--- src/hdl/flash_host_map.svh ---
// Constants for the flash host controller
`ifndef FLASH_HOST_MAP_SVH
`define FLASH_HOST_MAP_SVH
`define FH_CMD_QUERY      8'h98
`define FH_ADDR_QUERY     12'h055
`define FH_CMD_RESET      8'hF0
`define FH_CMD_UNLOCK1    8'hAA
`define FH_CMD_UNLOCK2    8'h55
`define FH_ADDR_UNLOCK1   12'h555
`define FH_ADDR_UNLOCK2   12'h2AA
`define FH_CMD_SEC_ENTER  8'h88
`define FH_CMD_SEC_EXIT1  8'h90
`define FH_CMD_SEC_EXIT2  8'h00
`define FH_CMD_PROGRAM    8'hA0
`define FH_QRY_FIRST      12'h010
`define FH_QRY_LAST       12'h026
`define FH_QRY_COUNT      5'h17
`define FH_PH_CYCLES      3'h2
`define FH_SEQ_MAX        3'h4
`endif

--- src/hdl/flash_host_pkg.sv ---
// Types for the flash host controller
package flash_host_pkg;
    typedef enum logic [2:0] {OP_PROGRAM, OP_QUERY, OP_RESET, OP_SEC_ENTER, OP_SEC_EXIT,
                              OP_READ} op_t;
endpackage

--- src/hdl/flash_host.sv ---
// Host controller driving flash strobes for program, query and secure sector access
// Summary of operation
// - Program secure sector with standard unlock and program sequence.
// - Locking issues three-cycle secure entry first; reset pin may stay high.
// - Alternate protect method also follows secure entry sequence.
// - Host issues secure exit sequence before touching main array.
// - Every program begins with the two unlock cycles.
// - Write cycle only with chip and write enable low, output enable high.
// - Query entry writes 98h to address 55h from read mode.
// - Query exit writes the reset command.
`timescale 1ns/1ps
`include "flash_host_map.svh"
module flash_host
(
    input  wire logic        CLK,
    input  wire logic        SRST,
    input  wire logic        REQ_VALID,
    output logic             REQ_READY,
    input  wire logic [2:0]  REQ_OP,
    input  wire logic [11:0] REQ_ADDR,
    input  wire logic [15:0] REQ_DATA,
    input  wire logic        BYTE_MODE,
    input  wire logic        GUARD_OPEN,
    output logic             DONE,
    output logic [15:0]      RD_DATA,
    input  wire logic [4:0]  QRY_INDEX,
    output logic [15:0]      QRY_WORD,
    output logic             SECURE_MODE,
    output logic             QUERY_MODE,
    output logic             CE_N,
    output logic             OE_N,
    output logic             WE_N,
    output logic [11:0]      ADDR,
    output logic [15:0]      DQ_O,
    output logic             DQ_OE,
    input  wire logic [15:0] DQ_I,
    output logic             BOUNDARY_GUARD_ACCEL_INPUT
);
    typedef enum logic [2:0] {ST_IDLE, ST_SETUP, ST_STROBE, ST_HOLD, ST_NEXT, ST_QSCAN,
                              ST_DONE} state_t;
    typedef struct packed {
        state_t      st;
        logic [2:0]  op;
        logic [2:0]  seq;
        logic [2:0]  seq_len;
        logic [2:0]  ph;
        logic        wr;
        logic        ce_n;
        logic        oe_n;
        logic        we_n;
        logic [11:0] addr;
        logic [15:0] dout;
        logic [15:0] din;
        logic [15:0] dq_s1;
        logic [15:0] dq_s2;
        logic [11:0] user_addr;
        logic [15:0] user_data;
        logic        secure;
        logic        query;
        logic [4:0]  qidx;
        logic        qwe;
        logic [15:0] s1;
        logic [15:0] s2;
        logic        done;
    } regs_t;
    regs_t r_reg;
    regs_t r_next;
    logic [15:0] qry_rdata;
    query_store u_store
    (
        .clk   (CLK),
        .we    (r_reg.qwe),
        .waddr (r_reg.qidx),
        .wdata (r_reg.s2),
        .raddr (QRY_INDEX),
        .rdata (qry_rdata)
    );
    // Cycle table of each operation
    function automatic logic [35:0] step(input logic [2:0] op, input logic [2:0] n,
                                         input logic [11:0] ua, input logic [15:0] ud);
        logic [11:0] a;
        logic [15:0] d;
        logic        w;
        a = ua;
        d = ud;
        w = 1'b1;
        case (op)
            flash_host_pkg::OP_PROGRAM, flash_host_pkg::OP_SEC_ENTER,
            flash_host_pkg::OP_SEC_EXIT:
            begin
                case (n)
                    3'h0:
                    begin
                        a = `FH_ADDR_UNLOCK1;
                        d = {8'h00, `FH_CMD_UNLOCK1};
                    end
                    3'h1:
                    begin
                        a = `FH_ADDR_UNLOCK2;
                        d = {8'h00, `FH_CMD_UNLOCK2};
                    end
                    3'h2:
                    begin
                        a = `FH_ADDR_UNLOCK1;
                        d = (op == flash_host_pkg::OP_PROGRAM) ? {8'h00, `FH_CMD_PROGRAM} :
                            (op == flash_host_pkg::OP_SEC_ENTER) ? {8'h00, `FH_CMD_SEC_ENTER} :
                            {8'h00, `FH_CMD_SEC_EXIT1};
                    end
                    default:
                    begin
                        if (op == flash_host_pkg::OP_SEC_EXIT)
                        begin
                            a = 12'h000;
                            d = {8'h00, `FH_CMD_SEC_EXIT2};
                        end
                    end
                endcase
            end
            flash_host_pkg::OP_QUERY:
            begin
                a = `FH_ADDR_QUERY;
                d = {8'h00, `FH_CMD_QUERY};
            end
            flash_host_pkg::OP_RESET:
            begin
                d = {8'h00, `FH_CMD_RESET};
            end
            default:
            begin
                w = 1'b0;
            end
        endcase
        step = {w, 3'h0, a, d, 4'h0};
    endfunction
    logic [35:0] cyc;
    always_comb
    begin
        cyc = step(r_reg.op, r_reg.seq, r_reg.user_addr, r_reg.user_data);
        r_next = r_reg;
        r_next.qwe = 1'b0;
        r_next.done = 1'b0;
        // Two-stage capture of the device data bus
        r_next.dq_s1 = DQ_I;
        r_next.dq_s2 = r_reg.dq_s1;
        case (r_reg.st)
            ST_IDLE:
            begin
                r_next.ce_n = 1'b1;
                r_next.oe_n = 1'b1;
                r_next.we_n = 1'b1;
                if (REQ_VALID)
                begin
                    r_next.op = REQ_OP;
                    r_next.user_addr = REQ_ADDR;
                    r_next.user_data = REQ_DATA;
                    r_next.seq = 3'h0;
                    r_next.ph = 3'h0;
                    // Programs, secure entry and secure exit carry unlock cycles
                    case (REQ_OP)
                        flash_host_pkg::OP_PROGRAM: r_next.seq_len = 3'h4;
                        flash_host_pkg::OP_SEC_ENTER: r_next.seq_len = 3'h3;
                        flash_host_pkg::OP_SEC_EXIT: r_next.seq_len = `FH_SEQ_MAX;
                        default: r_next.seq_len = 3'h1;
                    endcase
                    r_next.st = ST_SETUP;
                end
            end
            ST_SETUP:
            begin
                r_next.wr = cyc[35];
                r_next.addr = cyc[31:20];
                if (BYTE_MODE && r_reg.op == flash_host_pkg::OP_READ)
                begin
                    r_next.addr = {cyc[30:20], 1'b0};
                end
                r_next.dout = cyc[19:4];
                r_next.ce_n = 1'b0;
                r_next.oe_n = cyc[35];
                r_next.we_n = 1'b1;
                r_next.ph = 3'h0;
                r_next.st = ST_STROBE;
            end
            ST_STROBE:
            begin
                // Write only with chip and write enable low, output enable high
                r_next.we_n = ~r_reg.wr;
                r_next.ph = r_reg.ph + 3'h1;
                if (r_reg.ph == `FH_PH_CYCLES)
                begin
                    r_next.din = r_reg.dq_s2;
                    r_next.st = ST_HOLD;
                end
            end
            ST_HOLD:
            begin
                r_next.we_n = 1'b1;
                r_next.oe_n = 1'b1;
                r_next.st = ST_NEXT;
            end
            ST_NEXT:
            begin
                r_next.ce_n = 1'b1;
                r_next.seq = r_reg.seq + 3'h1;
                if (r_reg.seq + 3'h1 < r_reg.seq_len)
                begin
                    r_next.st = ST_SETUP;
                end
                else
                begin
                    case (r_reg.op)
                        flash_host_pkg::OP_SEC_ENTER: r_next.secure = 1'b1;
                        flash_host_pkg::OP_SEC_EXIT: r_next.secure = 1'b0;
                        flash_host_pkg::OP_RESET: r_next.query = 1'b0;
                        default: r_next.secure = r_reg.secure;
                    endcase
                    if (r_reg.op == flash_host_pkg::OP_QUERY)
                    begin
                        // Enter query then scan the table
                        r_next.query = 1'b1;
                        r_next.qidx = 5'h00;
                        r_next.op = flash_host_pkg::OP_READ;
                        r_next.user_addr = `FH_QRY_FIRST;
                        r_next.seq = 3'h0;
                        r_next.seq_len = 3'h1;
                        r_next.st = ST_QSCAN;
                    end
                    else if (r_reg.query && r_reg.op == flash_host_pkg::OP_READ &&
                             r_reg.user_addr >= `FH_QRY_FIRST &&
                             r_reg.user_addr <= `FH_QRY_LAST && r_reg.seq_len == 3'h1 &&
                             r_reg.qidx < `FH_QRY_COUNT && r_reg.st == ST_NEXT &&
                             r_reg.s1 == 16'h0001)
                    begin
                        r_next.st = ST_QSCAN;
                    end
                    else
                    begin
                        r_next.st = ST_DONE;
                    end
                end
            end
            ST_QSCAN:
            begin
                // Stores each word 10h to 26h
                if (r_reg.s1 == 16'h0001)
                begin
                    r_next.s2 = {8'h00, r_reg.din[7:0]};
                    r_next.qwe = 1'b1;
                    r_next.qidx = r_reg.qidx;
                end
                if (r_reg.s1 == 16'h0001 && r_reg.user_addr == `FH_QRY_LAST)
                begin
                    r_next.s1 = 16'h0000;
                    r_next.st = ST_DONE;
                end
                else
                begin
                    if (r_reg.s1 == 16'h0001)
                    begin
                        r_next.user_addr = r_reg.user_addr + 12'h001;
                    end
                    r_next.s1 = 16'h0001;
                    r_next.seq = 3'h0;
                    r_next.st = ST_SETUP;
                end
            end
            ST_DONE:
            begin
                r_next.done = 1'b1;
                r_next.s1 = 16'h0000;
                r_next.st = ST_IDLE;
            end
            default:
            begin
                r_next.st = ST_IDLE;
            end
        endcase
        if (r_reg.qwe)
        begin
            r_next.qidx = r_reg.qidx + 5'h01;
        end
    end
    always_ff @(posedge CLK)
    begin
        if (SRST)
        begin
            r_reg <= '0;
            r_reg.ce_n <= 1'b1;
            r_reg.oe_n <= 1'b1;
            r_reg.we_n <= 1'b1;
            r_reg.st <= ST_IDLE;
        end
        else
        begin
            r_reg <= r_next;
        end
    end
    assign REQ_READY = (r_reg.st == ST_IDLE);
    assign DONE = r_reg.done;
    assign RD_DATA = r_reg.din;
    assign QRY_WORD = qry_rdata;
    assign SECURE_MODE = r_reg.secure;
    assign QUERY_MODE = r_reg.query;
    assign CE_N = r_reg.ce_n;
    assign OE_N = r_reg.oe_n;
    assign WE_N = r_reg.we_n;
    assign ADDR = r_reg.addr;
    assign DQ_O = r_reg.dout;
    assign DQ_OE = r_reg.wr & ~r_reg.ce_n;
    // Guard input high lets the boundary group be programmed; low blocks boundary group
    assign BOUNDARY_GUARD_ACCEL_INPUT = GUARD_OPEN;
    a_write_strobe_ok: assert property (@(posedge CLK) disable iff (SRST)
        !WE_N |-> (!CE_N && OE_N)) else $error("write strobe without chip enable");
    a_bus_turn: assert property (@(posedge CLK) disable iff (SRST)
        (!CE_N && !OE_N) |-> !DQ_OE) else $error("data bus driven during read");
    a_reset_we_high: assert property (@(posedge CLK)
        SRST |=> WE_N) else $error("write enable low after reset");
    a_strobe_width: assert property (@(posedge CLK) disable iff (SRST)
        $fell(WE_N) |-> !WE_N [*3]) else $error("write pulse too short");
    a_query_cmd: assert property (@(posedge CLK) disable iff (SRST)
        ($fell(WE_N) && r_reg.op == flash_host_pkg::OP_QUERY) |->
        (ADDR == `FH_ADDR_QUERY && DQ_O[7:0] == `FH_CMD_QUERY))
        else $error("bad query command");
    a_prog_unlock: assert property (@(posedge CLK) disable iff (SRST)
        ($fell(WE_N) && r_reg.op == flash_host_pkg::OP_PROGRAM && r_reg.seq == 3'h0) |->
        (ADDR == `FH_ADDR_UNLOCK1 && DQ_O[7:0] == `FH_CMD_UNLOCK1))
        else $error("program without unlock");
    a_reset_leaves_q: assert property (@(posedge CLK) disable iff (SRST)
        (r_reg.st == ST_NEXT && r_reg.op == flash_host_pkg::OP_RESET &&
        r_reg.seq_len == 3'h1) |=> !QUERY_MODE) else $error("query kept after reset");
    a_enter_secure: assert property (@(posedge CLK) disable iff (SRST)
        (r_reg.st == ST_NEXT && r_reg.op == flash_host_pkg::OP_SEC_ENTER && r_reg.seq == 3'h2)
        |=> SECURE_MODE) else $error("secure entry not recorded");
    a_exit_secure: assert property (@(posedge CLK) disable iff (SRST)
        (r_reg.st == ST_NEXT && r_reg.op == flash_host_pkg::OP_SEC_EXIT && r_reg.seq == 3'h3)
        |=> !SECURE_MODE) else $error("secure exit not recorded");
endmodule

--- src/hdl/query_store.sv ---
// Memory holding query table words read back
`timescale 1ns/1ps
module query_store
(
    input  wire logic        clk,
    input  wire logic        we,
    input  wire logic [4:0]  waddr,
    input  wire logic [15:0] wdata,
    input  wire logic [4:0]  raddr,
    output logic      [15:0] rdata
);
    logic [15:0] mem [0:31];
    always_ff @(posedge clk)
    begin
        if (we)
        begin
            mem[waddr] <= wdata;
        end
        rdata <= mem[raddr];
    end
endmodule

--- config.mk ---
export PLATFORM = sky130hd
export DESIGN_NAME = flash_host
export DESIGN_NICKNAME = d
export VERILOG_FILES = /design/src/hdl/flash_host_pkg.sv /design/src/hdl/flash_host.sv /design/src/hdl/query_store.sv
export VERILOG_INCLUDE_DIRS = /design/src /design/src/hdl
export SDC_FILE = /design/constraint.sdc
export NUM_CORES = 1
export LEC_CHECK = 0
export ABC_AREA = 1
export BUFFER_PORTS_ARGS = -buffer_cell sky130_fd_sc_hd__buf_2
export CORE_UTILIZATION = 57
export DETAILED_ROUTE_END_ITERATION = 6
export GPL_TIMING_DRIVEN = 0
export PLACE_DENSITY = 0.78
export SKIP_LAST_GASP = 1
export SLEW_MARGIN = 30
export SYNTH_ARGS = -nofsm -noshare
export SYNTH_HDL_FRONTEND = slang
export SYNTH_HIERARCHICAL = 1
export SYNTH_SLANG_ARGS = --single-unit
--- constraint.sdc ---
create_clock -name CLK -period 2.2 [get_ports CLK]
set_input_delay 0 -clock CLK [delete_from_list [all_inputs] [get_ports CLK]]
set_output_delay 0 -clock CLK [all_outputs]
set_load 0.1 [all_outputs]
==> flow_metrics.env <==
export IMPL_status="finished with violations"
export IMPL_finalMaxSlewViolations=0
export IMPL_syn_to_final_growth_pct=20.8
export IMPL_crit_buf_inv=1
export IMPL_layout_commonest_cell="nand2_1"
export IMPL_peakVddDrop_uv=865
export IMPL_critPathSlowestCell="dfxtp_1"
export IMPL_p_int_uw=21700
export IMPL_place_gp_congestion=1.01
export IMPL_synth_seq_cells=669
export IMPL_cp_top_family="simple AND/OR/NAND/NOR gates"
export IMPL_m1WireLength_um=28600
export IMPL_largest_reg_flops=512
export IMPL_synth_area_leaders="edfxtp_1 (55%), nand2_1 (12%), dfxtp_1 (11%), nand3_1 (7.9%), nor2_1 (2.5%)"
export IMPL_insertion_delay_ps=610
export IMPL_ys_async_sr_fraction=0
export IMPL_maxSlewHeadroom=0.421
export IMPL_place_hpwl_um=51100
export IMPL_skew_ps=29.3
export IMPL_finalHoldViolations=0
export IMPL_switchingPower_uw=8670
export IMPL_ys_flop_type="edfxtp_1"
export IMPL_top_layer="met4"
export IMPL_cts_reportedPaths_clkPinSlew_ps=60
export IMPL_mostFrequentLayoutCells="nand2_1 (897), edfxtp_1 (512), nand3_1 (436)"
export IMPL_p_comb_frac=0.165
export IMPL_grt_pass1_vias=20856
export IMPL_route_detailed_drc=2
export IMPL_fillerInstances=3304
export IMPL_hold_path_class="in -> reg"
export IMPL_powerDensity_mw_per_mm2=897
export IMPL_htree_levels=3
export IMPL_crit_chain="nand3_2 > nor2_4 > buf_6"
export IMPL_antenna_left=0
export IMPL_synth_area_mm2=0.0280
export IMPL_drive_gt1_frac=0.147
export IMPL_yosys_area_top_type="edfxtp_1"
export IMPL_synth_top_area_share=0.549
export IMPL_whs_ps=142
export IMPL_timing_final_crit_share=1.02
export IMPL_grt_setup_unrepaired="true"
export IMPL_die_area_mm2=0.0500
export IMPL_portBuffers=121
export IMPL_synth_yosys_seq_area_share=0.661
export IMPL_maxCapViolCount=0
export IMPL_fmax_mhz=444
export IMPL_layout_setup_ws_ps=-54.5
export IMPL_root_buffer="clkbuf_16"
export IMPL_yosysUniqueCellTypes=47
export IMPL_final_area_mm2=0.0338
export IMPL_wl_met3_um=7370
export IMPL_grt_overflow_total=0
export IMPL_critPathKind="reg -> reg"
export IMPL_post_drt_wl_per_cell_um=19.1
export IMPL_wl_met2_um=37400
export IMPL_grt_total_usage=0.310
export IMPL_finalSetupViolCount=46
export IMPL_row_count=80
export IMPL_arrival_ps=2570
export IMPL_synth_warnings=6
export IMPL_clockBufferDepth=3
export IMPL_worst_r2r_setup_slack_ps=-50
export IMPL_numCtsBuffers=68
export IMPL_synth_edf_count=512
export IMPL_period_needed_ps=2250
export IMPL_grt_pass1_wl_um=117000
export IMPL_drtIter0Drc=2697
export IMPL_grt_max_degree=34
export IMPL_firstDrtPassIters=7
export IMPL_routed_via_density=5.41
export IMPL_crit_path_end_kind="register"
export IMPL_clock_sinks=669
export IMPL_antenna_cells=0
export IMPL_path_max_fanout=10
export IMPL_die_h_um=224
export IMPL_final_nets=3364
export IMPL_antenna_found_initial=1
export IMPL_placed_area_mm2=0.0308
export IMPL_violations="DRC, setup timing"
export IMPL_critical_path_max_stage_delay_ps=680
export IMPL_critPathLaunchType="register"
export IMPL_swShare=0.286
export IMPL_die_w_um=224
export IMPL_utilization=0.703
export IMPL_p_leak_uw=0.0138
export IMPL_num_vias=21680
export IMPL_io_pins=126
export IMPL_cts_tree="built"
export IMPL_p_seq_frac=0.466
export IMPL_wirelength_um=76600
export IMPL_pwr_share_clk=0.369
export IMPL_start_util=0.582
export IMPL_core_mm2=0.0481
export IMPL_required_ps=2520
export IMPL_syn_avg_cell_area_um2=10.2
export IMPL_worst_pin_slew_ps=868
export IMPL_synthCells=2757
[Yosys cell counts (3+ instances only)]
| cell | n |
|---|---|
| clkbuf_1 | 43 |
| nor2_4 | 3 |
| nand2_1 | 901 |
| nand2_2 | 6 |
| a31oi_1 | 3 |
| inv_1 | 118 |
| buf_6 | 25 |
| buf_2 | 44 |
| nand3_1 | 442 |
| nor2_1 | 186 |
| ha_1 | 11 |
| dfxtp_1 | 157 |
| o21ai_0 | 98 |
| o21ai_1 | 6 |
| inv_2 | 10 |
| nand4_1 | 3 |
| nor3_1 | 4 |
| edfxtp_1 | 512 |
| o211ai_1 | 3 |
| buf_4 | 75 |
| nor2_2 | 3 |
| a21oi_1 | 65 |
| o21a_1 | 8 |
[worst min-delay path, stage by stage]
cell and delay (ps):
dlygate4sd3_1 520, buf_2 100, inv_1 30, nor2_1 70
[per-stage QoR]
step / setup slack, ps / power (µW) / std cells / TNS (ps)
after floorplan: 113 / 18000 / 3012 / 0
after global placement: -613 / 19100 / 3789 / -227440
after detailed placement: -345 / 19100 / 3812 / -18750
after CTS: -157 / 30300 / 4001 / -18140
after global routing: -108 / 31400 / 4006 / -6950
final: -54.5 / 30300 / 4006 / -1120
[logic make-up after synthesis]
kind of cell / share of synthesized area
other cells: 0.000134
fa+ha+maj: 0.00491
simple gates: 0.232
compound gates: 0.0377
flops: 0.661
xor+xnor: 0.000626
buf+inv: 0.0632
[timing repair]
item / 4_1_cts / 5_1_grt
hold buffers: 55 / 0
cloned: 0 / 1
pin swaps: 6 / 7
endpoints found under the hold margin: 67 / 0
setup buffers: 10 / 4
setup endpoints to repair: 262 / 404
resized for setup: 12 / 28
[per-layer routing]
metal,vias to the layer above,track usage
li1,10081,-
met1,10175,0.398
met2,1223,0.520
met3,201,0.0466
met4,0,0.148
met5,-,0
[final cells by class]
cell class | count | area [µm²] | area share
Multi-Input combinational cell | 2020 | 8950 | 0.264
Tap cell | 656 | 821 | 0.0243
Inverter | 131 | 497 | 0.0147
Clock inverter | 30 | 253 | 0.00747
Buffer | 192 | 1280 | 0.0377
Sequential cell | 669 | 18500 | 0.548
Timing Repair Buffer | 214 | 1600 | 0.0474
Clock buffer | 94 | 1910 | 0.0565
[power by group through the flow]
stage	Clock (µW)	Combinational [µW]	Sequential, µW
final	11200	5020	14100
after global routing	11800	5420	14200
after CTS	11300	4870	14100
after detailed placement	0	4750	14400
after global placement	0	4680	14400
after floorplan	0	3350	14600
[final timing paths]
check,startpoint,end,cells after the start
hold reg to reg,r_next[75]$_SDFF_PP0_,r_reg[75]$_SDFF_PP0_,2
setup / recovery,r_reg[33]$_SDFF_PP0_,u_store/mem[2][12]$_DFFE_PP_,3
hold / removal,DQ_I[13],r_next[82]$_SDFF_PP0_,4
setup reg to reg,r_reg[33]$_SDFF_PP0_,u_store/mem[2][12]$_DFFE_PP_,3
Note: power is estimated with default switching activity, not from simulation.
